File: config.mk
export PLATFORM = sky130hd
export DESIGN_NAME = ipx_irq_ctrl
export DESIGN_NICKNAME = d
export VERILOG_FILES = /design/src/ipx_pkg.sv /design/src/ipx_irq_ctrl.sv
export SDC_FILE = /design/constraint.sdc
export NUM_CORES = 1
export LEC_CHECK = 0
export ABC_AREA = 1
export BUFFER_PORTS_ARGS = -buffer_cell sky130_fd_sc_hd__buf_2
export CAP_MARGIN = 10
export CORE_UTILIZATION = 25
export CTS_CLUSTER_DIAMETER = 60
export DETAILED_ROUTE_END_ITERATION = 16
export HOLD_SLACK_MARGIN = 0.02
export PLACE_DENSITY = 0.51
export SYNTH_ARGS = -nofsm -noshare
export SYNTH_HDL_FRONTEND = slang
export SYNTH_SLANG_ARGS = --single-unit
File: constraint.sdc
create_clock -name clk_in -period 1.9 [get_ports clk_in]
set_input_delay 0.19 -clock clk_in [delete_from_list [all_inputs] [get_ports clk_in]]
set_output_delay 0.19 -clock clk_in [all_outputs]
set_load 0.02 [all_outputs]
File: src/ipx_pkg.sv
package ipx_pkg;

  // register bus
  localparam logic [7:0] BASE_PRIORITY_ADDR = 8'hb8;
  localparam logic [7:0] EXT_PIN_CFG_ADDR   = 8'he4;
  localparam logic [7:0] EXT_ENABLE_ADDR    = 8'hf6;
  localparam logic [7:0] EXT_PRIORITY_ADDR  = 8'hf6;
  localparam logic [7:0] UNMAPPED_READ      = 8'h00;

  // reset values
  localparam logic [7:0] BASE_PRIORITY_RST  = 8'hc0;
  localparam logic [7:0] EXT_PIN_CFG_RST    = 8'h01;
  localparam logic [7:0] EXT_ENABLE_RST     = 8'h00;
  localparam logic [7:0] EXT_PRIORITY_RST   = 8'hc0;

  // unused upper bits
  localparam int         LIVE_BITS          = 6;
  localparam logic [1:0] PRIORITY_TOP_READ  = 2'h3;
  localparam logic [1:0] ENABLE_TOP_READ    = 2'h0;

  // configuration fields
  localparam int EXT1_POLARITY_BIT = 7;
  localparam int EXT1_CHOICE_LSB   = 4;
  localparam int EXT0_POLARITY_BIT = 3;
  localparam int EXT0_CHOICE_LSB   = 0;
  localparam int CHOICE_WIDTH      = 3;

  // sources, in fixed arbitration order (index 0 wins)
  localparam int NUM_SRC      = 12;
  localparam int SRC_WIDTH    = 4;
  localparam int NUM_PINS     = 8;
  localparam int NUM_EXT      = 2;
  localparam int NUM_PERIPH   = 10;
  localparam logic [3:0] SRC_EXT0 = 4'h0;
  localparam logic [3:0] SRC_EXT1 = 4'h2;

  // peripheral flag positions in the flag port
  localparam int PF_TMR0      = 0;
  localparam int PF_TMR1      = 1;
  localparam int PF_UART      = 2;
  localparam int PF_TMR2      = 3;
  localparam int PF_TWOWIRE   = 4;
  localparam int PF_WINDOW    = 5;
  localparam int PF_CONV_DONE = 6;
  localparam int PF_COUNTER   = 7;
  localparam int PF_CMP_FALL  = 8;
  localparam int PF_CMP_RISE  = 9;

endpackage

File: src/ipx_irq_ctrl.sv
`timescale 1ns/1ns
// What this block does
// - base priority top bits read ones
// - base priority bits pick low or high
// - extended enable top bits read zeros
// - enable bit 5 gates comparator rising
// - enable bit 4 gates comparator falling
// - enable bit 3 gates counter array
// - enable bit 2 gates conversion complete
// - enable bit 1 gates window compare
// - enable bit 0 gates two-wire serial
// - extended priority bits pick low/high
// - extended priority top bits read ones
// - config bit 7 is ext1 polarity
// - config bits 6-4 pick ext1 pin
// - external inputs only sample, never drive
// - skipped pins get no crossbar peripheral
// - config bit 3 is ext0 polarity
// - config bits 2-0 pick ext0 pin
// - edge pending clears on vector; level follows
// - high preempts low; fixed order ties
// - global gate overrides all masks
module ipx_irq_ctrl (
  // clock and reset
  input  wire logic        clk_in,
  input  wire logic        rst_in,
  // special function register bus
  input  wire logic        sfr_wr_in,
  input  wire logic        sfr_rd_in,
  input  wire logic [7:0]  sfr_addr_in,
  input  wire logic        sfr_prio_bank_in,
  input  wire logic [7:0]  sfr_wdata_in,
  output logic      [7:0]  sfr_rdata_out,
  // base enable register and external modes, kept outside
  input  wire logic        global_irq_gate_in,
  input  wire logic [5:0]  base_enable_in,
  input  wire logic [1:0]  ext_edge_mode_in,
  // peripheral pending flags
  input  wire logic [9:0]  periph_flag_in,
  // port 0 pins and crossbar
  input  wire logic [7:0]  port0_pin_in,
  input  wire logic [7:0]  crossbar_skip_reg_in,
  input  wire logic [7:0]  periph_route_in,
  output logic      [7:0]  periph_route_out,
  // core side
  input  wire logic        vector_ack_in,
  input  wire logic        reti_in,
  output logic      [11:0] irq_req_out,
  output logic      [11:0] irq_level_out,
  output logic      [1:0]  ext_pending_out,
  output logic             irq_valid_out,
  output logic      [3:0]  irq_source_out,
  output logic             irq_high_out
);

  typedef struct packed {
    logic [5:0]  base_priority_select;
    logic [5:0]  extended_irq_enable;
    logic [5:0]  extended_irq_priority;
    logic [7:0]  ext_pin_irq_config;
    logic [7:0]  pin_meta;
    logic [7:0]  pin_sync;
    logic [1:0]  ext_active_prev;
    logic [1:0]  ext_edge_pending;
    logic        in_service_high;
    logic        in_service_low;
    logic [11:0] req;
    logic [11:0] level;
    logic [1:0]  ext_pending;
    logic        valid;
    logic [3:0]  source;
    logic        high;
    logic [7:0]  rdata;
    logic [7:0]  route;
  } ipx_state_type;

  ipx_state_type st;
  ipx_state_type next_st;

  ////////////////////////////////////////////////////////////////////////////
  // helpers

  // pin mux, used by both external inputs
  function automatic logic ipx_pick_pin(input logic [7:0] pins, input logic [2:0] sel);
    ipx_pick_pin = pins[sel];
  endfunction

  // lowest set index wins the fixed order
  function automatic logic [3:0] ipx_first(input logic [11:0] mask);
    logic [3:0] idx;
    idx = 4'h0;
    for (int i = ipx_pkg::NUM_SRC - 1; i >= 0; i--) begin
      if (mask[i]) begin
        idx = 4'(i);
      end
    end
    ipx_first = idx;
  endfunction

  ////////////////////////////////////////////////////////////////////////////
  // combinational next state

  logic [1:0]  ext_active;
  logic [1:0]  ext_sel_pin;
  logic [1:0]  ext_polarity;
  logic [1:0]  ext_clear;
  logic [1:0]  ext_flag;
  logic [11:0] pending;
  logic [11:0] enable;
  logic [11:0] hi_mask;
  logic [11:0] lo_mask;
  logic        wr_base;
  logic        wr_cfg;
  logic        wr_eie;
  logic        wr_eip;

  always_comb begin
    next_st = st;

    // a write to the shared offset goes to priority or enable by bank
    wr_base = sfr_wr_in && (sfr_addr_in == ipx_pkg::BASE_PRIORITY_ADDR);
    wr_cfg  = sfr_wr_in && (sfr_addr_in == ipx_pkg::EXT_PIN_CFG_ADDR);
    wr_eie  = sfr_wr_in && (sfr_addr_in == ipx_pkg::EXT_ENABLE_ADDR) && !sfr_prio_bank_in;
    wr_eip  = sfr_wr_in && (sfr_addr_in == ipx_pkg::EXT_PRIORITY_ADDR) && sfr_prio_bank_in;

    // upper bits are not stored, so writes to them vanish
    if (wr_base) begin
      next_st.base_priority_select = sfr_wdata_in[5:0];
    end
    if (wr_eie) begin
      next_st.extended_irq_enable = sfr_wdata_in[5:0];
    end
    if (wr_eip) begin
      next_st.extended_irq_priority = sfr_wdata_in[5:0];
    end
    if (wr_cfg) begin
      next_st.ext_pin_irq_config = sfr_wdata_in;
    end

    // read data lands one cycle after the strobe
    next_st.rdata = ipx_pkg::UNMAPPED_READ;
    if (sfr_rd_in) begin
      if (sfr_addr_in == ipx_pkg::BASE_PRIORITY_ADDR) begin
        next_st.rdata = {ipx_pkg::PRIORITY_TOP_READ, st.base_priority_select};
      end else if (sfr_addr_in == ipx_pkg::EXT_PIN_CFG_ADDR) begin
        next_st.rdata = st.ext_pin_irq_config;
      end else if (sfr_addr_in == ipx_pkg::EXT_PRIORITY_ADDR && sfr_prio_bank_in) begin
        next_st.rdata = {ipx_pkg::PRIORITY_TOP_READ, st.extended_irq_priority};
      end else if (sfr_addr_in == ipx_pkg::EXT_ENABLE_ADDR) begin
        next_st.rdata = {ipx_pkg::ENABLE_TOP_READ, st.extended_irq_enable};
      end
    end

    // pins only sampled here; their output path is untouched
    next_st.pin_meta = port0_pin_in;
    next_st.pin_sync = st.pin_meta;

    // the crossbar may not place a peripheral on a skipped pin
    next_st.route = periph_route_in & ~crossbar_skip_reg_in;

    ext_sel_pin[0] = ipx_pick_pin(st.pin_sync, st.ext_pin_irq_config[
      ipx_pkg::EXT0_CHOICE_LSB +: ipx_pkg::CHOICE_WIDTH]);
    ext_sel_pin[1] = ipx_pick_pin(st.pin_sync, st.ext_pin_irq_config[
      ipx_pkg::EXT1_CHOICE_LSB +: ipx_pkg::CHOICE_WIDTH]);
    ext_polarity[0] = st.ext_pin_irq_config[ipx_pkg::EXT0_POLARITY_BIT];
    ext_polarity[1] = st.ext_pin_irq_config[ipx_pkg::EXT1_POLARITY_BIT];

    // polarity 0 means the pin is active low
    ext_active = ~(ext_sel_pin ^ ext_polarity);
    next_st.ext_active_prev = ext_active;

    ext_clear[0] = vector_ack_in && st.valid && (st.source == ipx_pkg::SRC_EXT0);
    ext_clear[1] = vector_ack_in && st.valid && (st.source == ipx_pkg::SRC_EXT1);

    for (int e = 0; e < ipx_pkg::NUM_EXT; e++) begin
      // a new edge in the clearing cycle is kept
      // edges latch only in edge mode, so no stale edge surfaces after a mode switch
      next_st.ext_edge_pending[e] = ext_edge_mode_in[e] &&
                                    ((ext_active[e] && !st.ext_active_prev[e]) ||
                                     (st.ext_edge_pending[e] && !ext_clear[e]));
      ext_flag[e] = ext_edge_mode_in[e] ? next_st.ext_edge_pending[e] : ext_active[e];
    end
    next_st.ext_pending = ext_flag;

    pending = {periph_flag_in[ipx_pkg::PF_CMP_RISE],
               periph_flag_in[ipx_pkg::PF_CMP_FALL],
               periph_flag_in[ipx_pkg::PF_COUNTER],
               periph_flag_in[ipx_pkg::PF_CONV_DONE],
               periph_flag_in[ipx_pkg::PF_WINDOW],
               periph_flag_in[ipx_pkg::PF_TWOWIRE],
               periph_flag_in[ipx_pkg::PF_TMR2],
               periph_flag_in[ipx_pkg::PF_UART],
               periph_flag_in[ipx_pkg::PF_TMR1],
               ext_flag[1],
               periph_flag_in[ipx_pkg::PF_TMR0],
               ext_flag[0]};

    // extended bits 5..0 map onto sources 11..6 in order
    enable = {st.extended_irq_enable, base_enable_in};
    next_st.req = global_irq_gate_in ? (pending & enable) : 12'h000;
    next_st.level = {st.extended_irq_priority, st.base_priority_select};

    // arbitration runs on the registered request set
    hi_mask = st.req & st.level;
    lo_mask = st.req & ~st.level;
    next_st.valid  = 1'b0;
    next_st.source = st.source;
    next_st.high   = st.high;
    if (!st.in_service_high && (hi_mask != 12'h000)) begin
      next_st.valid  = 1'b1;
      next_st.source = ipx_first(hi_mask);
      next_st.high   = 1'b1;
    end else if (!st.in_service_high && !st.in_service_low && (lo_mask != 12'h000)) begin
      next_st.valid  = 1'b1;
      next_st.source = ipx_first(lo_mask);
      next_st.high   = 1'b0;
    end

    // in-service levels: a taken vector blocks equal and lower levels
    if (reti_in) begin
      if (st.in_service_high) begin
        next_st.in_service_high = 1'b0;
      end else begin
        next_st.in_service_low = 1'b0;
      end
    end
    if (vector_ack_in && st.valid) begin
      next_st.valid = 1'b0;
      if (st.high) begin
        next_st.in_service_high = 1'b1;
      end else begin
        next_st.in_service_low = 1'b1;
      end
    end
  end

  ////////////////////////////////////////////////////////////////////////////
  // state register

  always_ff @(posedge clk_in) begin
    if (rst_in) begin
      st                       <= '0;
      st.base_priority_select  <= ipx_pkg::BASE_PRIORITY_RST[5:0];
      st.extended_irq_enable   <= ipx_pkg::EXT_ENABLE_RST[5:0];
      st.extended_irq_priority <= ipx_pkg::EXT_PRIORITY_RST[5:0];
      st.ext_pin_irq_config    <= ipx_pkg::EXT_PIN_CFG_RST;
      // synchronisers reset low; start from the activity low pins give, so no false edge
      st.ext_active_prev       <= ~{ipx_pkg::EXT_PIN_CFG_RST[ipx_pkg::EXT1_POLARITY_BIT],
                                    ipx_pkg::EXT_PIN_CFG_RST[ipx_pkg::EXT0_POLARITY_BIT]};
    end else begin
      st <= next_st;
    end
  end

  assign sfr_rdata_out    = st.rdata;
  assign periph_route_out = st.route;
  assign irq_req_out      = st.req;
  assign irq_level_out    = st.level;
  assign ext_pending_out  = st.ext_pending;
  assign irq_valid_out    = st.valid;
  assign irq_source_out   = st.source;
  assign irq_high_out     = st.high;

  ////////////////////////////////////////////////////////////////////////////
  // checks

  property p_base_top_ones;
    @(posedge clk_in) disable iff (rst_in)
    (sfr_rd_in && sfr_addr_in == ipx_pkg::BASE_PRIORITY_ADDR) |=> (sfr_rdata_out[7:6] == 2'b11);
  endproperty
  a_base_top_ones: assert property (p_base_top_ones)
    else $error("base priority upper bits not read as ones");

  property p_enable_top_zeros;
    @(posedge clk_in) disable iff (rst_in)
    (sfr_rd_in && sfr_addr_in == ipx_pkg::EXT_ENABLE_ADDR && !sfr_prio_bank_in)
      |=> (sfr_rdata_out[7:6] == 2'b00);
  endproperty
  a_enable_top_zeros: assert property (p_enable_top_zeros)
    else $error("extended enable upper bits not read as zeros");

  property p_prio_top_ones;
    @(posedge clk_in) disable iff (rst_in)
    (sfr_rd_in && sfr_addr_in == ipx_pkg::EXT_PRIORITY_ADDR && sfr_prio_bank_in)
      |=> (sfr_rdata_out[7:6] == 2'b11);
  endproperty
  a_prio_top_ones: assert property (p_prio_top_ones)
    else $error("extended priority upper bits not read as ones");

  property p_gate_off;
    @(posedge clk_in) disable iff (rst_in)
    !global_irq_gate_in |=> (irq_req_out == 12'h000);
  endproperty
  a_gate_off: assert property (p_gate_off)
    else $error("request forwarded while global gate is off");

  property p_masked_source;
    @(posedge clk_in) disable iff (rst_in)
    (st.extended_irq_enable[3] == 1'b0 && !wr_eie) |=> !irq_req_out[9];
  endproperty
  a_masked_source: assert property (p_masked_source)
    else $error("counter array request passed while masked");

  property p_high_not_preempted;
    @(posedge clk_in) disable iff (rst_in)
    (st.in_service_high && !reti_in) |=> !irq_valid_out;
  endproperty
  a_high_not_preempted: assert property (p_high_not_preempted)
    else $error("new vector offered during high service");

  property p_skip_blocks;
    @(posedge clk_in) disable iff (rst_in)
    1'b1 |=> ((periph_route_out & $past(crossbar_skip_reg_in)) == 8'h00);
  endproperty
  a_skip_blocks: assert property (p_skip_blocks)
    else $error("peripheral routed onto a skipped pin");

  property p_edge_clear;
    @(posedge clk_in) disable iff (rst_in)
    (ext_clear[0] && ext_edge_mode_in[0] && !(ext_active[0] && !st.ext_active_prev[0]))
      |=> !st.ext_edge_pending[0];
  endproperty
  a_edge_clear: assert property (p_edge_clear)
    else $error("edge pending not cleared on vector");

  property p_pin_two_stage;
    @(posedge clk_in) disable iff (rst_in)
    !$past(rst_in, 2) |-> (st.pin_sync == $past(port0_pin_in, 2));
  endproperty
  a_pin_two_stage: assert property (p_pin_two_stage)
    else $error("pin not passed through two sync stages");

  property p_low_not_nested;
    @(posedge clk_in) disable iff (rst_in)
    (st.in_service_low && !reti_in) |=> !(irq_valid_out && !irq_high_out);
  endproperty
  a_low_not_nested: assert property (p_low_not_nested)
    else $error("low vector offered during low service");

  property p_level_follows;
    @(posedge clk_in) disable iff (rst_in)
    !ext_edge_mode_in[1] |=> (ext_pending_out[1] == $past(ext_active[1]));
  endproperty
  a_level_follows: assert property (p_level_follows)
    else $error("level mode pending does not follow input");

endmodule

==> impl_metrics.tcl <==
set metrics [dict create \
    status "completed" \
    start_util_pct 25.9 \
    avgSynthCellArea_um2 7.31 \
    ys_warn_count 0 \
    final_max_slew_viol_count 0 \
    worst_slew_pin_slew_ns 0.516 \
    dp.final_hpwl_um 8240 \
    leakage_nw 2.44 \
    rsz0062_at_grt "no" \
    fin_crit_sh_pct 81.6 \
    first_iter_violations 126 \
    areaGrowthSynthToFinish_pct 19.7 \
    fp-row-count 46 \
    diodes 0 \
    cap_violations 0 \
    yosys.area.top_type "dfxtp_1" \
    cts_made_buffers 9 \
    cp_max_fo 4 \
    cts_setup_buffers 0 \
    first_global_vias 3443 \
    die_x_um 131 \
    core_area_um2 16100 \
    cts.sinks 96 \
    setup_viol 0 \
    drc_errors 0 \
    highest-signal-layer "met4" \
    dieHeight_um 131 \
    wl_met1_um 5020 \
    cts_repair_resize_count 0 \
    num_vias 3475 \
    hold_buffers 8 \
    wl_met2_um 4960 \
    finalWirelength_um 10600 \
    syn_inst 571 \
    ys_types 32 \
    crit_chain "inv_1, or2_1, nand2_1, inv_1, nand2_1, nor2_1, inv_1, nand2_1, nand2_1, nand2_1, nor2_1, nand2_1, nand3_1, nand2_1, inv_1" \
    multi_input_area_um2 1480 \
    ant_nets 0 \
    power_density_nw_per_um2 837 \
    synthArstFlopShare_pct 0 \
    cts_tree "done" \
    clock.fmax_ghz 0.645 \
    worstSetupPathType "register to register" \
    synth_seq_area_share_pct 46.0 \
    dieArea_um2 17200 \
    synth-edff-count 0 \
    ys_ff_latch 96 \
    slew_headroom_pct 65.5 \
    syn_nets 637 \
    yosys.cell_count.top_type "nand2_1" \
    required_ns 2.19 \
    arrival_ns 1.84 \
    finalClockSkew_ns 0.00522 \
    area.sequential_um2 1920 \
    post-place-cells 843 \
    firstDrtPassIters 4 \
    hold_class "primary input to register" \
    vias_per_cell 4.01 \
    wl_per_cell_um 12.2 \
    overflow 0 \
    ir_worst_vdd_mv 0.420 \
    fillCellCount 1818 \
    drive_gt1_share_pct 22.6 \
    clk_pin_slew_ns 0.06 \
    path_common_cell "nand2_1" \
    grt_max_degree 26 \
    cts-root-buf "clkbuf_16" \
    gp_congestion 0.831 \
    synth_common_cells "nand2_1, dfxtp_1, inv_1" \
    port_buffers 113 \
    cts_max_level 3 \
    nets 712 \
    crit_path_start_kind "register" \
    fin_crit_ns 1.55 \
    finalHoldViolations 0 \
    setup_tns_ns 0 \
    grt_usage_pct 13.1 \
    clock_tree.buffer_depth 2 \
    synth_top_cell_area_share_pct 46.0 \
    synthFlopType "dfxtp_1" \
    fin_cells 867 \
    wl_met3_um 454 \
    synth.area.top_cells "dfxtp_1, nand2_1, buf_4, inv_1, nor2_1" \
    ios 114 \
    cpPeakStageDelay_ns 0.40 \
    cp_slowest_cell "dfxtp_1" \
    end_kind "register" \
    clk_latency_ns 0.35 \
    netlist_area_um2 4170 \
    grt_pass1_wl_um 17400 \
    antenna_found_initial 0 \
]
## routing by layer
metal	up-vias	GRT usage, %
li1	1885	-
met4	0	5.69
met5	-	0
met3	12	2.74
met2	67	21.8
met1	1511	16.3
## sequential cells by signal, summed over array words and instances, names as in the netlist
signal            flops
enable                6
ext_pending_out       2
ext_polarity          2
irq_high_out          1
irq_level_out        12
irq_req_out          12
irq_source_out        4
irq_valid_out         1
next_st              20
periph_route_out      8
sfr_rdata_out         8
st                   20
## stage by stage
stage               total power [mW]  cell area (um2)  setup slack [ns]  hold slack, ns  utilization, %
global placement                2.39             4620             0.319           0.348            28.6
detailed placement              2.39             4620             0.316           0.349            28.6
CTS                             4.25             4990             0.319          0.0304            31.0
finish                          4.18             4990             0.350          0.0453            31.0
floorplan                       2.27             4170             0.561           0.262               -
global route                    4.38             4990             0.109          0.0462            31.0
## report_power, final
part	internal (mW)	switching, mW
registers	2.05	0.0150
clock network	1.05	0.774
logic	0.120	0.170
## cells in the final DEF (no fill, tap or decap), drive strengths merged, types with 2 or more instances in the layout
cell type    synthesis  final
nand2              134    134
buf                 56    118
dfxtp               96     96
inv                 91     91
nor2                67     67
o21ai               41     41
a21oi               33     33
nand3               11     11
clkbuf               6     11
dlygate4sd3          0      8
o211ai               7      7
a211oi               6      6
o221ai               6      6
or2                  6      6
nor3                 3      3
clkinv               0      3
o22ai                2      2
nor4                 2      2
## worst max-delay path: cells and delay by family (launching register included)
kind | cells | cell delay (ns)
simple gates | 11 | 0.90
flops | 1 | 0.40
buf+inv | 4 | 0.21
## final cells by class
class	count	area share, %
clock buffer	11	4.86
clock inverter	5	1.13
inverter	91	6.84
multi-input combinational	322	29.6
sequential	96	38.5
tap	216	5.41
timing repair buffer	126	13.7
## worst paths after layout
kind                         from                end  slack, ns  cells after the start
setup / recovery   irq_req_out[0]  irq_source_out[0]       0.35                     15
hold / removal    port0_pin_in[0]        next_st[54]       0.05                      3
setup reg to reg   irq_req_out[0]  irq_source_out[0]       0.35                     15
hold reg to reg       next_st[56]             st[56]       0.40                      2
## logic make-up (layout without fill, tap and decap cells)
group / count (synthesis) / after routing / synth area share [%]
AO/OA/AOI/OAI: 98 / 98 / 13.4
buffers and inverters: 153 / 233 / 18.5
flip-flops: 96 / 96 / 46.0
AND/OR/NAND/NOR: 224 / 224 / 22.0
(Power assumes the default switching activity.)
